<file path="src/pkg/smc_pkg.sv">
`default_nettype none
package smc_pkg;
    // system clock rate and bus timing
    localparam int         SYS_CLK_HZ  = 10_000_000;
    localparam int         TIMEOUT_MS  = 30;
    localparam int         TIMEOUT_CYC = SYS_CLK_HZ / 1000 * TIMEOUT_MS;
    localparam int         IDLE_US     = 200;
    localparam int         IDLE_CYC    = SYS_CLK_HZ / 1_000_000 * IDLE_US;
    localparam int         IDLE_W      = 12;
    // client address and byte framing
    localparam logic [6:0] OWN_ADDR    = 7'h57;
    localparam logic [3:0] ACK_BIT     = 4'h8;
    localparam logic [7:0] PTR_RST     = 8'h00;
    localparam logic [7:0] PTR_STEP    = 8'h01;

    typedef enum logic [2:0] {
        SMC_IDLE   = 3'b000,
        SMC_ADDR   = 3'b001,
        SMC_WRITE  = 3'b010,
        SMC_READ   = 3'b011,
        SMC_IGNORE = 3'b100
    } smc_state_e;
endpackage : smc_pkg
`default_nettype wire

</file>
<file path="src/hdl/smc_client.sv">
// Functional notes
// - start: data falls while clock high
// - stop: data rises while clock high
// - first byte: address then direction bit
// - answer only to address 57h
// - bytes eight bits, msb first
// - ack on ninth clock every received byte except a foreign address or a refused index
// - stop returns interface to idle
// - enabled: clock low 30 ms resets
// - enabled, awake: idle 200 us resets
// - timeouts disabled until bit cleared
// - after timeout wait for new start
// - works from 10 kHz to 400 kHz
// - block transfers without byte count
// - write byte: index then one data
// - read byte: index, restart, read, nack
// - block write advances pointer per byte
// - block read returns successive registers
// - pointer wraps FFh to 00h
// - index then stop only loads pointer
// - second pointer-only write nacked, ignored
// - never stretches the clock
// - plain read uses current pointer
`timescale 1ns/10ps
`default_nettype none
module smc_client #(
    parameter int CNT_W       = 19,
    parameter int TIMEOUT_CYC = smc_pkg::TIMEOUT_CYC
) (
    // clock and reset
    input  wire logic       sys_clk,
    input  wire logic       rst,
    // two-wire bus, clock is input only
    input  wire logic       scl_i,
    input  wire logic       sda_i,
    output logic            sda_o,
    output logic            sda_oe_n,
    // configuration
    input  wire logic       timeout_disable_bit,
    input  wire logic       sleep,
    // register map access
    output logic [7:0]      reg_addr,
    output logic [7:0]      reg_wdata,
    output logic            reg_wr,
    output logic            reg_rd,
    input  wire logic [7:0] reg_rdata
);
    if (TIMEOUT_CYC < 1 || TIMEOUT_CYC >= (2 ** CNT_W)) begin : g_chk
        $error("timeout count does not fit counter");
    end

    smc_pkg::smc_state_e st_r;
    logic                scl_q_r;
    logic                sda_q_r;
    logic [3:0]          bit_r;
    logic [7:0]          shr_r;
    logic [7:0]          tx_r;
    logic [7:0]          ptr_r;
    logic                first_r;
    logic                got_idx_r;
    logic                got_data_r;
    logic                prev_ptr_r;
    logic                inc_r;
    logic                load_r;
    logic                oe_n_r;
    logic                sda_o_r;
    logic [7:0]          wdata_r;
    logic                wr_r;
    logic                rd_r;
    logic [CNT_W-1:0]    low_cnt_r;
    logic [smc_pkg::IDLE_W-1:0] idle_cnt_r;

    // line events
    wire rise       = scl_i & ~scl_q_r;
    wire fall       = ~scl_i & scl_q_r;
    wire start_det  = scl_i & scl_q_r & sda_q_r & ~sda_i;
    wire stop_det   = scl_i & scl_q_r & ~sda_q_r & sda_i;
    wire byte_end   = fall & (bit_r == smc_pkg::ACK_BIT);
    wire addr_match = shr_r[7:1] == smc_pkg::OWN_ADDR;
    wire dir_rd     = shr_r[0];
    wire host_ack   = rise & (bit_r == smc_pkg::ACK_BIT) & ~sda_i;
    wire to_en      = ~timeout_disable_bit;
    wire [CNT_W-1:0] to_lim = CNT_W'(TIMEOUT_CYC);
    wire [smc_pkg::IDLE_W-1:0] idle_lim =
        smc_pkg::IDLE_W'(smc_pkg::IDLE_CYC);
    wire to_hit     = to_en & ~scl_i & (low_cnt_r == to_lim);
    wire idle_hit   = to_en & ~sleep & scl_i & sda_i
                    & (idle_cnt_r == idle_lim);
    wire proto_rst  = to_hit | idle_hit;
    wire ptr_skip   = first_r & prev_ptr_r;

    assign sda_oe_n  = oe_n_r;
    assign sda_o     = sda_o_r;
    assign reg_addr  = ptr_r;
    assign reg_wdata = wdata_r;
    assign reg_wr    = wr_r;
    assign reg_rd    = rd_r;

    // line sampling
    always_ff @(posedge sys_clk) begin
        if (rst) begin
            scl_q_r <= 1'b1;
            sda_q_r <= 1'b1;
            sda_o_r <= 1'b0;
        end else begin
            scl_q_r <= scl_i;
            sda_q_r <= sda_i;
            sda_o_r <= 1'b0;
        end
    end

    // timeout counters
    always_ff @(posedge sys_clk) begin
        if (rst || scl_i || !to_en) begin
            low_cnt_r <= '0;
        end else if (low_cnt_r != to_lim) begin
            low_cnt_r <= low_cnt_r + 1'b1;
        end
    end

    always_ff @(posedge sys_clk) begin
        if (rst || !scl_i || !sda_i || !to_en || sleep) begin
            idle_cnt_r <= '0;
        end else if (idle_cnt_r != idle_lim) begin
            idle_cnt_r <= idle_cnt_r + 1'b1;
        end
    end

    // protocol sequencing and data line drive
    always_ff @(posedge sys_clk) begin
        if (rst || proto_rst) begin
            st_r   <= smc_pkg::SMC_IDLE;
            bit_r  <= 4'h0;
            oe_n_r <= 1'b1;
        end else if (start_det) begin
            st_r   <= smc_pkg::SMC_ADDR;
            bit_r  <= 4'h0;
            oe_n_r <= 1'b1;
        end else if (stop_det) begin
            st_r   <= smc_pkg::SMC_IDLE;
            oe_n_r <= 1'b1;
        end else begin
            if (rise && st_r != smc_pkg::SMC_IDLE) begin
                if (bit_r == smc_pkg::ACK_BIT) begin
                    bit_r <= 4'h0;
                    if (st_r == smc_pkg::SMC_READ && sda_i) begin
                        st_r <= smc_pkg::SMC_IGNORE;
                    end
                end else begin
                    bit_r <= bit_r + 4'h1;
                end
            end
            if (byte_end) begin
                unique case (st_r)
                    smc_pkg::SMC_ADDR: begin
                        if (addr_match) begin
                            oe_n_r <= 1'b0;
                            st_r   <= dir_rd ? smc_pkg::SMC_READ
                                             : smc_pkg::SMC_WRITE;
                        end else begin
                            st_r   <= smc_pkg::SMC_IGNORE;
                        end
                    end
                    smc_pkg::SMC_WRITE: begin
                        if (ptr_skip) begin
                            st_r   <= smc_pkg::SMC_IGNORE;
                        end else begin
                            oe_n_r <= 1'b0;
                        end
                    end
                    smc_pkg::SMC_READ,
                    smc_pkg::SMC_IDLE,
                    smc_pkg::SMC_IGNORE: oe_n_r <= 1'b1;
                    default: st_r <= smc_pkg::SMC_IDLE;
                endcase
            end else if (fall) begin
                if (st_r == smc_pkg::SMC_READ) begin
                    oe_n_r <= tx_r[7];
                end else begin
                    oe_n_r <= 1'b1;
                end
            end
        end
    end

    // shifting, pointer and register strobes
    always_ff @(posedge sys_clk) begin
        if (rst) begin
            shr_r      <= 8'h00;
            tx_r       <= 8'h00;
            ptr_r      <= smc_pkg::PTR_RST;
            first_r    <= 1'b0;
            got_idx_r  <= 1'b0;
            got_data_r <= 1'b0;
            prev_ptr_r <= 1'b0;
            inc_r      <= 1'b0;
            load_r     <= 1'b0;
            wdata_r    <= 8'h00;
            wr_r       <= 1'b0;
            rd_r       <= 1'b0;
        end else begin
            wr_r  <= 1'b0;
            rd_r  <= 1'b0;
            inc_r <= wr_r;
            if (inc_r) begin
                ptr_r <= ptr_r + smc_pkg::PTR_STEP;
            end
            if (rise && bit_r < smc_pkg::ACK_BIT) begin
                shr_r <= {shr_r[6:0], sda_i};
            end
            if (start_det) begin
                first_r    <= 1'b1;
                got_idx_r  <= 1'b0;
                got_data_r <= 1'b0;
            end
            if (stop_det && st_r == smc_pkg::SMC_WRITE) begin
                prev_ptr_r <= got_idx_r & ~got_data_r;
            end
            load_r <= 1'b0;
            if (host_ack && oe_n_r && st_r == smc_pkg::SMC_READ) begin
                ptr_r  <= ptr_r + smc_pkg::PTR_STEP;
                load_r <= 1'b1;
            end
            if (load_r) begin
                tx_r <= reg_rdata;
                rd_r <= 1'b1;
            end
            if (byte_end && st_r == smc_pkg::SMC_ADDR && addr_match
                && dir_rd) begin
                tx_r       <= reg_rdata;
                rd_r       <= 1'b1;
                prev_ptr_r <= 1'b0;
            end else if (byte_end && st_r == smc_pkg::SMC_WRITE) begin
                if (first_r) begin
                    if (!prev_ptr_r) begin
                        ptr_r     <= shr_r;
                        first_r   <= 1'b0;
                        got_idx_r <= 1'b1;
                    end
                end else begin
                    wdata_r    <= shr_r;
                    wr_r       <= 1'b1;
                    got_data_r <= 1'b1;
                    prev_ptr_r <= 1'b0;
                end
            end else if (fall && st_r == smc_pkg::SMC_READ) begin
                tx_r <= {tx_r[6:0], 1'b0};
            end
        end
    end

    // checks
    property p_start;
        @(posedge sys_clk) disable iff (rst)
        (start_det && !proto_rst) |=>
            (st_r == smc_pkg::SMC_ADDR) && (bit_r == 4'h0) && oe_n_r;
    endproperty
    a_start: assert property (p_start)
        else $error("start not taken");

    property p_stop;
        @(posedge sys_clk) disable iff (rst)
        (stop_det && !start_det) |=>
            (st_r == smc_pkg::SMC_IDLE) && oe_n_r;
    endproperty
    a_stop: assert property (p_stop)
        else $error("stop did not idle the client");

    property p_addr_ack;
        @(posedge sys_clk) disable iff (rst)
        (byte_end && !proto_rst && !start_det && !stop_det
         && st_r == smc_pkg::SMC_ADDR && addr_match) |=>
            !oe_n_r && (st_r == ($past(dir_rd) ? smc_pkg::SMC_READ
                                               : smc_pkg::SMC_WRITE));
    endproperty
    a_addr_ack: assert property (p_addr_ack)
        else $error("own address not acked");

    property p_foreign;
        @(posedge sys_clk) disable iff (rst)
        (byte_end && !proto_rst && !start_det && !stop_det
         && st_r == smc_pkg::SMC_ADDR && !addr_match) |=>
            (st_r == smc_pkg::SMC_IGNORE) && oe_n_r;
    endproperty
    a_foreign: assert property (p_foreign)
        else $error("foreign address not ignored");

    property p_wr_inc;
        @(posedge sys_clk) disable iff (rst)
        wr_r |-> ##2 (ptr_r == $past(ptr_r, 2) + smc_pkg::PTR_STEP);
    endproperty
    a_wr_inc: assert property (p_wr_inc)
        else $error("pointer not advanced after write");

    property p_timeout;
        @(posedge sys_clk) disable iff (rst)
        (to_en && !scl_i && low_cnt_r == to_lim) |=>
            (st_r == smc_pkg::SMC_IDLE);
    endproperty
    a_timeout: assert property (p_timeout)
        else $error("clock low timeout missed");

    property p_idle;
        @(posedge sys_clk) disable iff (rst)
        (to_en && !sleep && scl_i && sda_i && idle_cnt_r == idle_lim)
            |=> (st_r == smc_pkg::SMC_IDLE);
    endproperty
    a_idle: assert property (p_idle)
        else $error("idle reset missed");

    property p_dis;
        @(posedge sys_clk) disable iff (rst)
        timeout_disable_bit |=> (low_cnt_r == '0) && (idle_cnt_r == '0);
    endproperty
    a_dis: assert property (p_dis)
        else $error("timeout counted while disabled");

    property p_ptr_skip;
        @(posedge sys_clk) disable iff (rst)
        (byte_end && !proto_rst && !start_det && !stop_det
         && st_r == smc_pkg::SMC_WRITE && ptr_skip) |=>
            oe_n_r && (st_r == smc_pkg::SMC_IGNORE) && $stable(ptr_r);
    endproperty
    a_ptr_skip: assert property (p_ptr_skip)
        else $error("repeated pointer write not refused");

    property p_msb;
        @(posedge sys_clk) disable iff (rst)
        (fall && !byte_end && !proto_rst && !start_det && !stop_det
         && st_r == smc_pkg::SMC_READ) |=> (oe_n_r == $past(tx_r[7]));
    endproperty
    a_msb: assert property (p_msb)
        else $error("read bit order wrong");
endmodule : smc_client
`default_nettype wire

</file>
<file path="config.mk">
export PLATFORM = sky130hd
export DESIGN_NAME = smc_client
export DESIGN_NICKNAME = d
export VERILOG_FILES = /design/src/pkg/smc_pkg.sv /design/src/hdl/smc_client.sv
export SDC_FILE = /design/constraint.sdc
export NUM_CORES = 1
export LEC_CHECK = 0
export ABC_AREA = 0
export ABC_CLOCK_PERIOD_IN_PS = 2900
export BUFFER_PORTS_ARGS = -buffer_cell sky130_fd_sc_hd__clkbuf_2
export CAP_MARGIN = 20
export CORE_UTILIZATION = 30
export DETAILED_ROUTE_END_ITERATION = 6
export SYNTH_ARGS = -nofsm -noshare
export SYNTH_HDL_FRONTEND = slang
export SYNTH_SLANG_ARGS = --single-unit
</file>
<file path="constraint.sdc">
create_clock -name sys_clk -period 2.9 [get_ports sys_clk]
set_input_delay 0 -clock sys_clk [delete_from_list [all_inputs] [get_ports sys_clk]]
set_output_delay 0 -clock sys_clk [all_outputs]
set_load 0.02 [all_outputs]
</file>
* Word-level counts from Yosys, hierarchy flattened *
Index checks and enable logic that the tools add are counted.

storage, ports and cells
  input bits = 14
  register bits = 81
  output and inout port bits = 20

cells by class
  $lt $le $gt $ge = 1
  reduce and logical (&&, ||, !) cells = 31
  equal/unequal tests = 13
  multiplexer cells = 48
  add/subtract/negate cells = 4
  bitwise gates (word level) = 30

operator list
  kind                   number
  $mux 8                 10
  $mux 1                 29
  $add 19x1->19 const B  1
  $eq 19x19->1 const B   1
  $ne 19x19->1 const B   1
  $and 1x1->1            18
  $mux 3                 6
  $add 12x1->12 const B  1
  $eq 12x11->1 const B   1
  $ne 12x11->1 const B   1
  $logic_and 1x1->1      11
  $not 1->1              11
  $pmux 3 s3             1
  $reduce_or 3->1        3
  $add 8x1->8 const B    1
  $eq 7x7->1 const B     1
  $logic_or 1x1->1       7
  $eq 3x2->1 const B     2
  $ne 3x3->1 const B     2
  $add 4x1->4 const B    1
  $eq 4x4->1 const B     1
  $lt 4x4->1 const B     1
  $mux 4                 1
  $ne 4x1->1 const B     1
  12 further kinds       14

* Depth between registers and ports, before layout *
Gate-level depths: netlist (run 1).

  depth after elaboration = 11
  gate-level depth with buffers = 10

* Worst setup path before layout (run 1) *
No wires, ideal clock.

  kind = register -> register
  from = reg low_cnt_r[0]
  to = reg oe_n_r, in the netlist sda_oe_n
  arrival time = 1.811 ns
  path slack = 0.955 ns
  path buffers = 0
  cell stages (with the launch flop) = 8
  cells stage by stage = dfxtp_1 inv_1 ha_1 and4b_1 nand4_1 nor3_1 a211o_2 or4_1

between the ends
  longest elaborated chain between the ends = 5

ends and longest elaborated chain
  element                           RTL line           RTL
  from (decl)                       smc_client.sv:70   logic [CNT_W-1:0] low_cnt_r;
  from (signal assigned)            smc_client.sv:117  low_cnt_r <= low_cnt_r + 1'b1;
  $eq 19x19->1                      smc_client.sv:86   wire to_hit = to_en & ~scl_i & (low_cnt_r == to_lim);
  $and 1x1->1                       smc_client.sv:86
  $or 1x1->1                        smc_client.sv:89   wire proto_rst = to_hit | idle_hit;
  $logic_or 1x1->1                  smc_client.sv:131  if (rst || proto_rst) begin
  $reduce_or 3->1 (no source line)  --
  to (signal assigned)              smc_client.sv:178  oe_n_r <= tx_r[7];
  to (decl)                         smc_client.sv:65   logic oe_n_r;

No other way between the ends.
A chain may end at the register's enable or synchronous reset.

* Worst setup path after layout (run 1) *
  from = reg bit_r[1]
  to = reg ptr_r[0], in the netlist reg_addr[0]

between the ends
  longest elaborated chain between the ends = 10
  elaborated cells between the ends (all ways) = 15
  classes of those cells = eq/ne: 1; mux: 5; bitwise: 3; reduce/logical: 6

ends and longest elaborated chain
  element                          RTL line                            RTL
  from (decl)                      smc_client.sv:55                    logic [3:0] bit_r;
  from (signal assigned)           smc_client.sv:150                   bit_r <= bit_r + 4'h1;
  $eq 4x4->1 (*)                   smc_client.sv:78, smc_client.sv:81
  $and 1x1->1 (2 in series)        smc_client.sv:81                    wire host_ack = rise & (bit_r == smc_pkg::ACK_BIT) & ~sda_i;
  $logic_and 1x1->1 (2 in series)  smc_client.sv:220                   if (host_ack && oe_n_r && st_r == smc_pkg::SMC_READ) begin
  $mux 8                           smc_client.sv:220
  $mux 8                           smc_client.sv:235                   if (!prev_ptr_r) begin
  $mux 8                           smc_client.sv:234                   if (first_r) begin
  $mux 8                           smc_client.sv:233                   end else if (byte_end && st_r == smc_pkg::SMC_WRITE) begin
  $mux 8 (*)                       smc_client.sv:228                   if (byte_end && st_r == smc_pkg::SMC_ADDR && addr_match
  to (signal assigned)             smc_client.sv:206                   ptr_r <= ptr_r + smc_pkg::PTR_STEP;
  to (signal assigned)             smc_client.sv:221                   ptr_r <= ptr_r + smc_pkg::PTR_STEP;
  to (signal assigned)             smc_client.sv:236                   ptr_r <= shr_r;
  to (decl)                        smc_client.sv:58                    logic [7:0] ptr_r;

Every way passes the cells marked *; elsewhere a longest branch is shown, timed or not.

==> run metrics, run 1 <==
Setup Fix Bufs, Post-CTS=0; max-cap violations=0; clock skew=8.25 ps; row count=between 40 and 50; Clock Pin Slew Worst Setup and Hold Paths=60 ps; Layout Cells excl Fill=663; fin. max-slew vios=0; Final Instance Area=0.00454 sq mm; Final setup viols=0; Post-DP HPWL=6090 um; I/O Pins=34; LEAKAGE=1.65 nW; # DRC=0; worst vdd ir=0.000260 V; register area share after synthesis=between 40% and 50%; Netlist cell types=57; CTS Buffer Depth=2; initial antenna violation count=0; crit end category=flop; Net Count, Synth=between 400 and 500; Slew @ Worst Pin=643 ps; CTS resizes=0; clk_lat worst skew=340 ps; Fmax=438 MHz; worst slack, placed=666 ps; die area=0.0133 sq mm; DP Area=0.00415 sq mm; WL per Instance=between 10 and 15 um; cell area after synthesis=0.00386 sq mm; first-pass GRT wire length=14400 um; pwr/cell area=527 mW/mm^2; status=finished, final reports clean; Nets=between 500 and 600; number of synthesized flops with an enable pin=0; Vias/cell=4.91; Synth Instances=455; placed instance count=640; reg2reg setup slack=620 ps; CP Launch Type=flop; Syn-to-layout area delta=17.5%; Hold Buf Count CTS=8; WP data required=3170 ps; Die W=116 um; CTS tree=done; GP Congestion=0.848; Post-synth ARST share=0%; crit path max fanout=17; total grt overflow=0; WL final=8550 um; Slew headroom=56.8%; warnings from Yosys=0; GRT Total Usage=between 10% and 20%; H-tree depth=3; antenna diode count=0; DR pass1 iterations=4; crit path DAT=2560 ps; Clk Tree Root Cell=clkbuf_16; total CTS buffers=9; setup TNS=0 ps; Setup CP Type=flop to flop; Die Y=116 um; Tmin final=roughly 2300 ps; Starting DRT DRC Count=314; largest net degree at the start of global routing=31; Final Hold Fails=0; share of post-route cells with drive strength above 1=between 10 and 15%; Core ar.=0.0126 sq mm; FF+latch count, synth=81; CTS Sinks=81; Main synth FF type=dfxtp_1; RSZ-0062 raised after global routing=no; vias in the first global route=3098; I/O Buffers=32; syn_area_per_cell=8.49 sq um; Hold Path Class=input pin to flop; Final Worst Setup Slack=617 ps; Tcrit/Tclk final=78.7%; Routed Antenna Nets=0; Vias=3253; initial core utilization=30.8%; total chip power=2.39 mW
-- sequential cells by signal (all words and copies together) (netlist names) --
name,count
sda_q_r,1
shr_r,8
scl_q_r,1
sda_oe_n,1
reg_wdata,8
tx_r,8
st_r,3
reg_addr,8
first_r,1
got_idx_r,1
bit_r,4
prev_ptr_r,1
inc_r,1
load_r,1
reg_rd,1
reg_wr,1
low_cnt_r,19
idle_cnt_r,12
got_data_r,1
-- worst paths after layout --
path              startpoint     endpoint  depth (start not counted)
setup / recovery    bit_r[1]  reg_addr[0]                          7
hold / removal         sda_i     shr_r[0]                          3
setup reg to reg    bit_r[1]  reg_addr[0]                          7
hold reg to reg   got_data_r   got_data_r                          2
-- cell families (layout without fill, tap and decap cells) --
logic type	count (synthesis)	count (layout)	share of synthesized area, %
adders and majority gates	7	7	2.27
buffers and inverters	43	79	4.69
xor gates and xnor gates	32	32	7.25
and+or+nand+nor	207	207	28.4
DFF	81	81	42.0
other	1	1	0.0970
muxes	14	14	3.63
AOI/OAI and AO/OA	70	70	11.7
-- worst max-delay path, stage by stage (launching register included) --
cell     delay, ps
dfxtp_1        340
inv_1           80
ha_1           170
and3b_1        340
nand2_4        120
or3_1          610
or3b_1         440
a21oi_2        120
-- area by class of cell --
type | instances | area [sq um]
fill | 1311 | 8030
clock inverter | 5 | 81.3
multi-input combinational | 331 | 2060
sequential | 81 | 1620
timing repair buffer | 41 | 248
clock buffer | 10 | 229
inverter | 23 | 86.3
tap | 172 | 215
-- cells in the mapped netlist (7+ instances only) --
library cell	number	area, sq um
dfxtp_1	81	1620
xnor2_1	17	149
mux2i_1	14	140
nor2_1	63	236
clkbuf_1	10	37.5
nand3_1	19	95.1
a211oi_1	9	67.6
nand4_1	8	50.1
and3_1	7	43.8
nand2_1	33	124
a221oi_1	7	61.3
o21ai_0	15	75.1
nor3_1	19	95.1
a21oi_1	20	100
xor2_1	15	131
inv_1	23	86.3
buf_2	7	35.0
or3_1	13	81.3
ha_1	7	87.6
nand2b_1	7	43.8
o31ai_1	7	52.6
-- cell usage in the layout, fill, tap and decap left out, types with 7 or more instances in the layout --
| cell | synthesis | routed |
|---|---|---|
| dfxtp_1 | 81 | 81 |
| nor2_1 | 63 | 63 |
| nand2_1 | 33 | 33 |
| clkbuf_2 | 0 | 32 |
| inv_1 | 23 | 23 |
| a21oi_1 | 20 | 20 |
| nor3_1 | 19 | 19 |
| nand3_1 | 19 | 19 |
| xnor2_1 | 17 | 17 |
| o21ai_0 | 15 | 15 |
| xor2_1 | 15 | 15 |
| mux2i_1 | 14 | 14 |
| or3_1 | 13 | 13 |
| a211oi_1 | 9 | 9 |
| clkbuf_16 | 0 | 9 |
| nand4_1 | 8 | 8 |
| dlygate4sd3_1 | 0 | 8 |
| nand2b_1 | 7 | 7 |
| and3_1 | 7 | 7 |
| o31ai_1 | 7 | 7 |
| a221oi_1 | 7 | 7 |
| ha_1 | 7 | 7 |
-- per-stage QoR --
stage                     util, %  hold WS, ps
final                        36.1         36.5
after global routing         36.1         63.2
after CTS                    36.1         32.7
after detailed placement     33.0          250
after global placement       33.0          239
after floorplan                 -         94.0
-- power by group --
| part | internal (mW) | switching (mW) | leakage (nW) | total, mW |
|---|---|---|---|---|
| clock network | 0.749 | 0.437 | 0.149 | 1.19 |
| logic | 0.0295 | 0.0492 | 0.853 | 0.0787 |
| registers | 1.12 | 0.00948 | 0.653 | 1.13 |
| total | 1.90 | 0.495 | 1.65 | 2.39 |
-- metal layers --
layer | wire length (um) | part of all wire, % | global-route usage, %
met1 | 3970 | 46 | 17.3
met2 | 4040 | 47 | 22.5
met3 | 405 | 4.7 | 4.03
met4 | 139 | 1.6 | 5.63
met5 | 0 | 0 | 0
Power figures use the tool's default switching activity.
==> run 2, diff against run 1 <==
--- a/config.mk
+++ b/config.mk
@@ -5,8 +5,8 @@
 export SDC_FILE = /design/constraint.sdc
 export NUM_CORES = 1
 export LEC_CHECK = 0
-export ABC_AREA = 0
-export ABC_CLOCK_PERIOD_IN_PS = 2900
+export ABC_AREA = 1
+export ABC_CLOCK_PERIOD_IN_PS = 1950
 export BUFFER_PORTS_ARGS = -buffer_cell sky130_fd_sc_hd__clkbuf_2
 export CAP_MARGIN = 20
 export CORE_UTILIZATION = 30
==> constraint.sdc (replaced) <==
create_clock -name sys_clk -period 1.95 [get_ports sys_clk]
set_input_delay 0 -clock sys_clk [delete_from_list [all_inputs] [get_ports sys_clk]]
set_output_delay 0 -clock sys_clk [all_outputs]
set_load 0.02 [all_outputs]
==> run metrics, run 2 <==
count leader, synth=nand2_1; Setup Fix Bufs, Post-CTS=0 (unchanged); Tcrit/Tclk final=89.8% (+11 points); Crit-path slowest cell=dfxtp_1; Netlist cell types=35 (-39%); Final setup viols=0 (unchanged); setup TNS=0 ps (unchanged); total grt overflow=0 (unchanged); antenna diode count=0 (unchanged); most used cell, CP=nand2_1; commonest non-fill, non-tap cell in the layout=nand2_1; WL per Instance=11.4 um (-12%); Clock Pin Slew Worst Setup and Hold Paths=60 ps (about the same); crit path from=bit_r[0]; total CTS buffers=9 (unchanged); initial core utilization=30.6% (-0.16 points); I/O Buffers=32 (unchanged); number of synthesized flops with an enable pin=0 (unchanged); Vias=3976 (+22%); Largest register FFs=19 (unchanged); Nets=700 (+38%); Sw Share=21.8% (+1.1 points); max-cap violations=0 (unchanged); Die W=121 um (+4.5%); worst vdd ir=0.000414 V (+59%); I/O Pins=34 (unchanged); Synth top cells by count=nand2_1 (151), inv_1 (84), dfxtp_1 (81), nor2_1 (68); first-pass GRT wire length=16800 um (+16%); clk_lat worst skew=350 ps (about the same); Starting DRT DRC Count=234 (-25%); crit path max fanout=11 (-6); share of post-route cells with drive strength above 1=11.4% (-0.61 points); power share of the sequential group=47.9% (+0.7 points); pwr/cell area=703 mW/mm^2 (+34%); Hold Path Class=input pin to flop; Core ar.=0.0138 sq mm (+10%); register area share after synthesis=38.3% (-3.6 points); Comb power frac=4.2% (+0.9 points); biggest regs=low_cnt_r (19), idle_cnt_r (12); initial antenna violation count=0 (unchanged); LEAKAGE=1.96 nW (+18%); Fillers=1495 (+14%); Int Power=2.74 mW (+45%); Post-synth ARST share=0% (unchanged); Tmin final=1750 ps (-532 ps); fin. max-slew vios=0 (unchanged); area leader, netlist=dfxtp_1; status=finished, final reports clean; crit end category=flop; # DRC=0 (unchanged); Syn-to-layout area delta=17.9%; Layout Cells excl Fill=864 (+30%); Final Hold Fails=0 (unchanged); Post-DP HPWL=7320 um (+20%); H-tree depth=3 (unchanged); crit path DAT=1970 ps (-590 ps); RSZ-0062 raised after global routing=no; Fmax=571 MHz (+30%); Clk pwr share=47.9% (-1.6 points); crit-path max cell delay=340 ps (-270 ps); top-area cell type share of the netlist area=38.3% (-3.6 points); CP Launch Type=flop; syn_area_per_cell=6.67 sq um (-21%); vias in the first global route=3622 (+17%); WL final=9820 um (+15%); Clk Tree Root Cell=clkbuf_16; CTS Sinks=81 (unchanged); DR pass1 iterations=5 (+1); placed instance count=837 (+31%); Hold Crit Start=timeout_disable_bit; Main synth FF type=dfxtp_1; Die Y=121 um (+4.5%); CP cell instances=inv_1 > ha_1 > nand2_1 > nor2_4 > nand2_2 > nor2_8 > nand3_2 > nand2_1 > a21oi_1; switching power=0.765 mW (+54%); top cells by area, synth=dfxtp_1 (38%), nand2_1 (13%), inv_1 (7.5%); CTS Buffer Depth=2 (unchanged); clock skew=7.49 ps (-0.755 ps); Synth Instances=634 (+39%); WP data required=2170 ps (-1000 ps); commonest cells after routing, fill and taps aside=nand2_1 (149), inv_1 (84), dfxtp_1 (81); largest net degree at the start of global routing=31 (unchanged); row count=43 (+4.9%); warnings from Yosys=0 (unchanged); GRT Total Usage=14.7% (+0.78 points); Vias/cell=4.60 (-6.2%); Net Count, Synth=655 (+38%); die area=0.0146 sq mm (+9.3%); GP Congestion=0.863 (+1.8%); cell area after synthesis=0.00423 sq mm (+9.5%); Setup CP Type=flop to flop; FF+latch count, synth=81 (unchanged); largest reg by FF count=low_cnt_r; CTS tree=done; Routed Antenna Nets=0 (unchanged); FF-to-FF Start=bit_r[0]
run 2: changes by cell type after synthesis, sizes merged, moves of 9 or more:
cell	before	now
a211oi	9	0
a21oi	21	55
inv	23	91
nand2	34	155
nand3	19	58
nand4	8	20
nor2	64	73
o21ai	15	40
or3	13	0
xnor2	17	0
xor2	15	5
run 2: area by class of cell:
cell class	count	area, sq um	share of cell area [%]
Sequential cell	81	1620	32.5
Tap cell	180	225	4.51
Inverter	91	344	6.90
Clock buffer	13	250	5.02
Multi-Input combinational cell	445	2180	43.6
Timing Repair Buffer	51	330	6.62
Clock inverter	3	40.0	0.803
run 2: final timing paths:
kind / end / slack, ps / cells after the start
max: tx_r[4] / 200 / 9
min: low_cnt_r[3] / 110 / 5
max reg2reg: tx_r[4] / 200 / 9
min reg2reg: idle_cnt_r[11] / 460 / 2
run 2: critical path, delay by kind of cell, from the launching register on:
kind            cells  cell delay (ps)
buf+inv             1               80
flops               1              340
simple gates        6              950
fa+ha+maj           1              180
compound gates      1               60
run 2: timing repair:
| action | 4_1_cts | 5_1_grt |
|---|---|---|
| gates resized for setup | 0 | 2 |
| endpoints found under the hold margin | 11 | 0 |
| setup endpoints to repair | 0 | 4 |
| hold buffers | 11 | 0 |
run 2: power groups by stage:
| stage | Combinational (mW) | Clock (mW) | Sequential [mW] |
|---|---|---|---|
| CTS | 0.148 | 1.72 | 1.68 |
| finish | 0.148 | 1.68 | 1.68 |
| global route | 0.166 | 1.80 | 1.68 |
| floorplan | 0.0823 | 0 | 1.71 |
| global placement | 0.130 | 0 | 1.72 |
| detailed placement | 0.130 | 0 | 1.72 |
run 2: logic make-up (layout without fill, tap and decap cells):
logic type      after synthesis  after routing  synth area share (%)
other cells                   1              1                0.0886
flops                        81             81                  38.3
buf+inv                     108            158                  10.3
simple gates                328            328                  34.7
compound gates               97             97                  11.8
xor+xnor                      5              5                  1.04
mux                           7              7                  1.66
fa+ha+maj                     7              7                  2.07
run 2: routing by layer:
metal	track usage, %	vias to the layer above	part of all wire (%)
li1	-	2135	-
met1	18.9	1748	49
met2	22.8	83	44
met3	4.81	10	6.0
met4	5.09	0	1.6
met5	0	-	0
run 2: through the flow:
step                      util [%]  hold slack (ps)  setup slack, ps  total power [mW]  cell area, sq um
after CTS                     36.0              105              154              3.55              4980
final                         36.1              109              198              3.51              4990
after global routing          36.1              135             7.64              3.65              4990
after global placement        33.1              291              202              1.85              4580
after floorplan                  -              109              430              1.79              4230
after detailed placement      33.1              286              170              1.85              4580
==> run 3, diff against run 2 <==
--- a/config.mk
+++ b/config.mk
@@ -5,10 +5,10 @@
 export SDC_FILE = /design/constraint.sdc
 export NUM_CORES = 1
 export LEC_CHECK = 0
-export ABC_AREA = 1
 export ABC_CLOCK_PERIOD_IN_PS = 1950
 export BUFFER_PORTS_ARGS = -buffer_cell sky130_fd_sc_hd__clkbuf_2
 export CAP_MARGIN = 20
+export CORE_ASPECT_RATIO = 1.5
 export CORE_UTILIZATION = 30
 export DETAILED_ROUTE_END_ITERATION = 6
 export SYNTH_ARGS = -nofsm -noshare
==> run metrics, run 3 (synthesized netlist as in run 1, its figures left out) <==
initial antenna violation count=0 (unchanged); FF-to-FF path depth=5 (-4); largest net degree at the start of global routing=42 (+35%); fin. max-slew vios=0 (unchanged); H-tree depth=3 (unchanged); GP Congestion=0.910 (+5.4%); die area=0.0134 sq mm (-8.4%); Vias=3374 (-15%); Routed Antenna Nets=0 (unchanged); row count=50 (+16%); FF-to-FF Start=shr_r[7]; Die W=94.7 um (-22%); status=finished, final reports clean; # DRC=0 (unchanged); crit path DAT=2070 ps (+100 ps); hold path depth=3 (-2); total grt overflow=0 (unchanged); Comb power frac=3.5% (-0.7 points); share of post-route cells with drive strength above 1=17.7% (+6.3 points); first-pass GRT wire length=14900 um (-11%); clk_lat worst skew=340 ps (about the same); commonest cells after routing, fill and taps aside=dfxtp_1 (80), nor2_1 (63), nand2_1 (33); Die Y=141 um (+17%); biggest regs=low_cnt_r (19), idle_cnt_r (12); max-cap violations=0 (unchanged); total CTS buffers=9 (unchanged); crit path from=shr_r[7]; Syn-to-layout area delta=23.0%; CTS Buffer Depth=2 (unchanged); antenna diode count=0 (unchanged); WP data required=2160 ps (about the same); switching power=0.766 mW (about the same); Clk pwr share=50.4% (+2.5 points); Nets=536 (-23%); Final Hold Fails=0 (unchanged); Slew @ Worst Pin=640 ps; Starting DRT DRC Count=163 (-30%); end-of-flow core utilization=38.0% (+1.9 points); Setup CP Type=flop to flop; Tmin final=1860 ps (+110 ps); Layout Cells excl Fill=676 (-22%); DR pass1 iterations=4 (-1); largest reg by FF count=low_cnt_r; LEAKAGE=1.80 nW (-8.1%); CTS tree=done; CP Launch Type=flop; commonest non-fill, non-tap cell in the layout=dfxtp_1; Core ar.=0.0125 sq mm (-9.5%); crit end category=flop; setup TNS=0 ps (unchanged); Fmax=537 MHz (-5.9%); I/O Pins=34 (unchanged); clock skew=6.96 ps (-0.530 ps); Final setup viols=0 (unchanged); Clk Tree Root Cell=clkbuf_16; power share of the sequential group=46.1% (-1.8 points); GRT Total Usage=14.0% (-0.62 points); Clock Pin Slew Worst Setup and Hold Paths=60 ps (about the same); crit path max fanout=4 (-7); RSZ-0062 raised after global routing=no; initial core utilization=30.9% (+0.30 points); Post-DP HPWL=6610 um (-9.6%); worst vdd ir=0.000308 V (-26%); Tcrit/Tclk final=95.5% (+5.7 points); Hold Crit Start=rst; WL per Instance=13.5 um (+19%); CTS Sinks=81 (unchanged); Sw Share=21.1% (-0.75 points); Vias/cell=4.99 (+8.5%); Int Power=2.87 mW (+4.7%); vias in the first global route=3264 (-9.9%); Largest register FFs=19 (unchanged); worst slack, placed=39.2 ps (-130 ps); Final Worst Setup Slack=88.1 ps (-110 ps); placed instance count=650 (-22%); Hold Path Class=input pin to flop; I/O Buffers=32 (unchanged); pwr/cell area=765 mW/mm^2 (+8.7%); WL final=9120 um (-7.2%); Slew headroom=57.4%
run 3: cell count changes in the layout (fill, tap and decap cells not counted), moves of 9 or more:
cell	before	now
buf_4	8	29
a21oi_1	55	20
nand2_1	149	33
or3_1	0	13
a211oi_1	0	9
nand3_1	55	19
o21ai_0	31	15
nand4_1	20	8
xor2_1	5	15
inv_1	84	23
xnor2_1	0	17
run 3: layout make-up:
| class | count | area, sq um |
|---|---|---|
| fill | 1246 | 7760 |
| multi-input combinational | 331 | 2070 |
| sequential | 81 | 1620 |
| timing repair buffer | 69 | 458 |
| clock buffer | 10 | 239 |
| tap | 156 | 195 |
| clock inverter | 6 | 88.8 |
| inverter | 23 | 86.3 |
run 3: metrics by stage:
stage	hold WS (ps)	total power, mW	cell area (sq um)
finish	28.3	3.64	4760
global route	28.3	3.78	4760
CTS	19.2	3.70	4740
detailed placement	251	1.83	4330
global placement	241	1.83	4330
floorplan	94.0	1.78	3860
run 3: power by group through the flow:
stage	combinational, mW	sequential [mW]	clock (mW)
finish	0.128	1.68	1.83
global route	0.142	1.68	1.96
CTS	0.129	1.67	1.89
detailed placement	0.116	1.71	0
global placement	0.113	1.71	0
floorplan	0.0724	1.71	0
run 3: worst paths after layout:
kind           endpoint  slack, ps
min reg2reg  got_data_r        450
min            sda_oe_n         30
max reg2reg    sda_oe_n         90
max            sda_oe_n         90
run 3: what timing repair did:
item | 4_1_cts | 5_1_grt
hold buffers | 8 | 0
setup endpoints to repair | 0 | 25
hold endpoints to repair | 8 | 0
gates resized for setup | 0 | 3
setup buffers | 0 | 2
run 3: worst max-delay path, cell delays in order, from the launching register on:
cell	delay [ps]
dfxtp_1	380
nand4bb_1	170
or2_2	340
a31oi_1	230
a31oi_1	130
or4_1	470
run 3: metal layers:
metal  global-route usage, %  up-vias  wire [um]
met1                    15.5     1575       3890
met4                    6.54        0        193
met5                       0        -          0
met2                    24.9       71       4720
met3                    3.13       17        312
li1                        -     1711          -
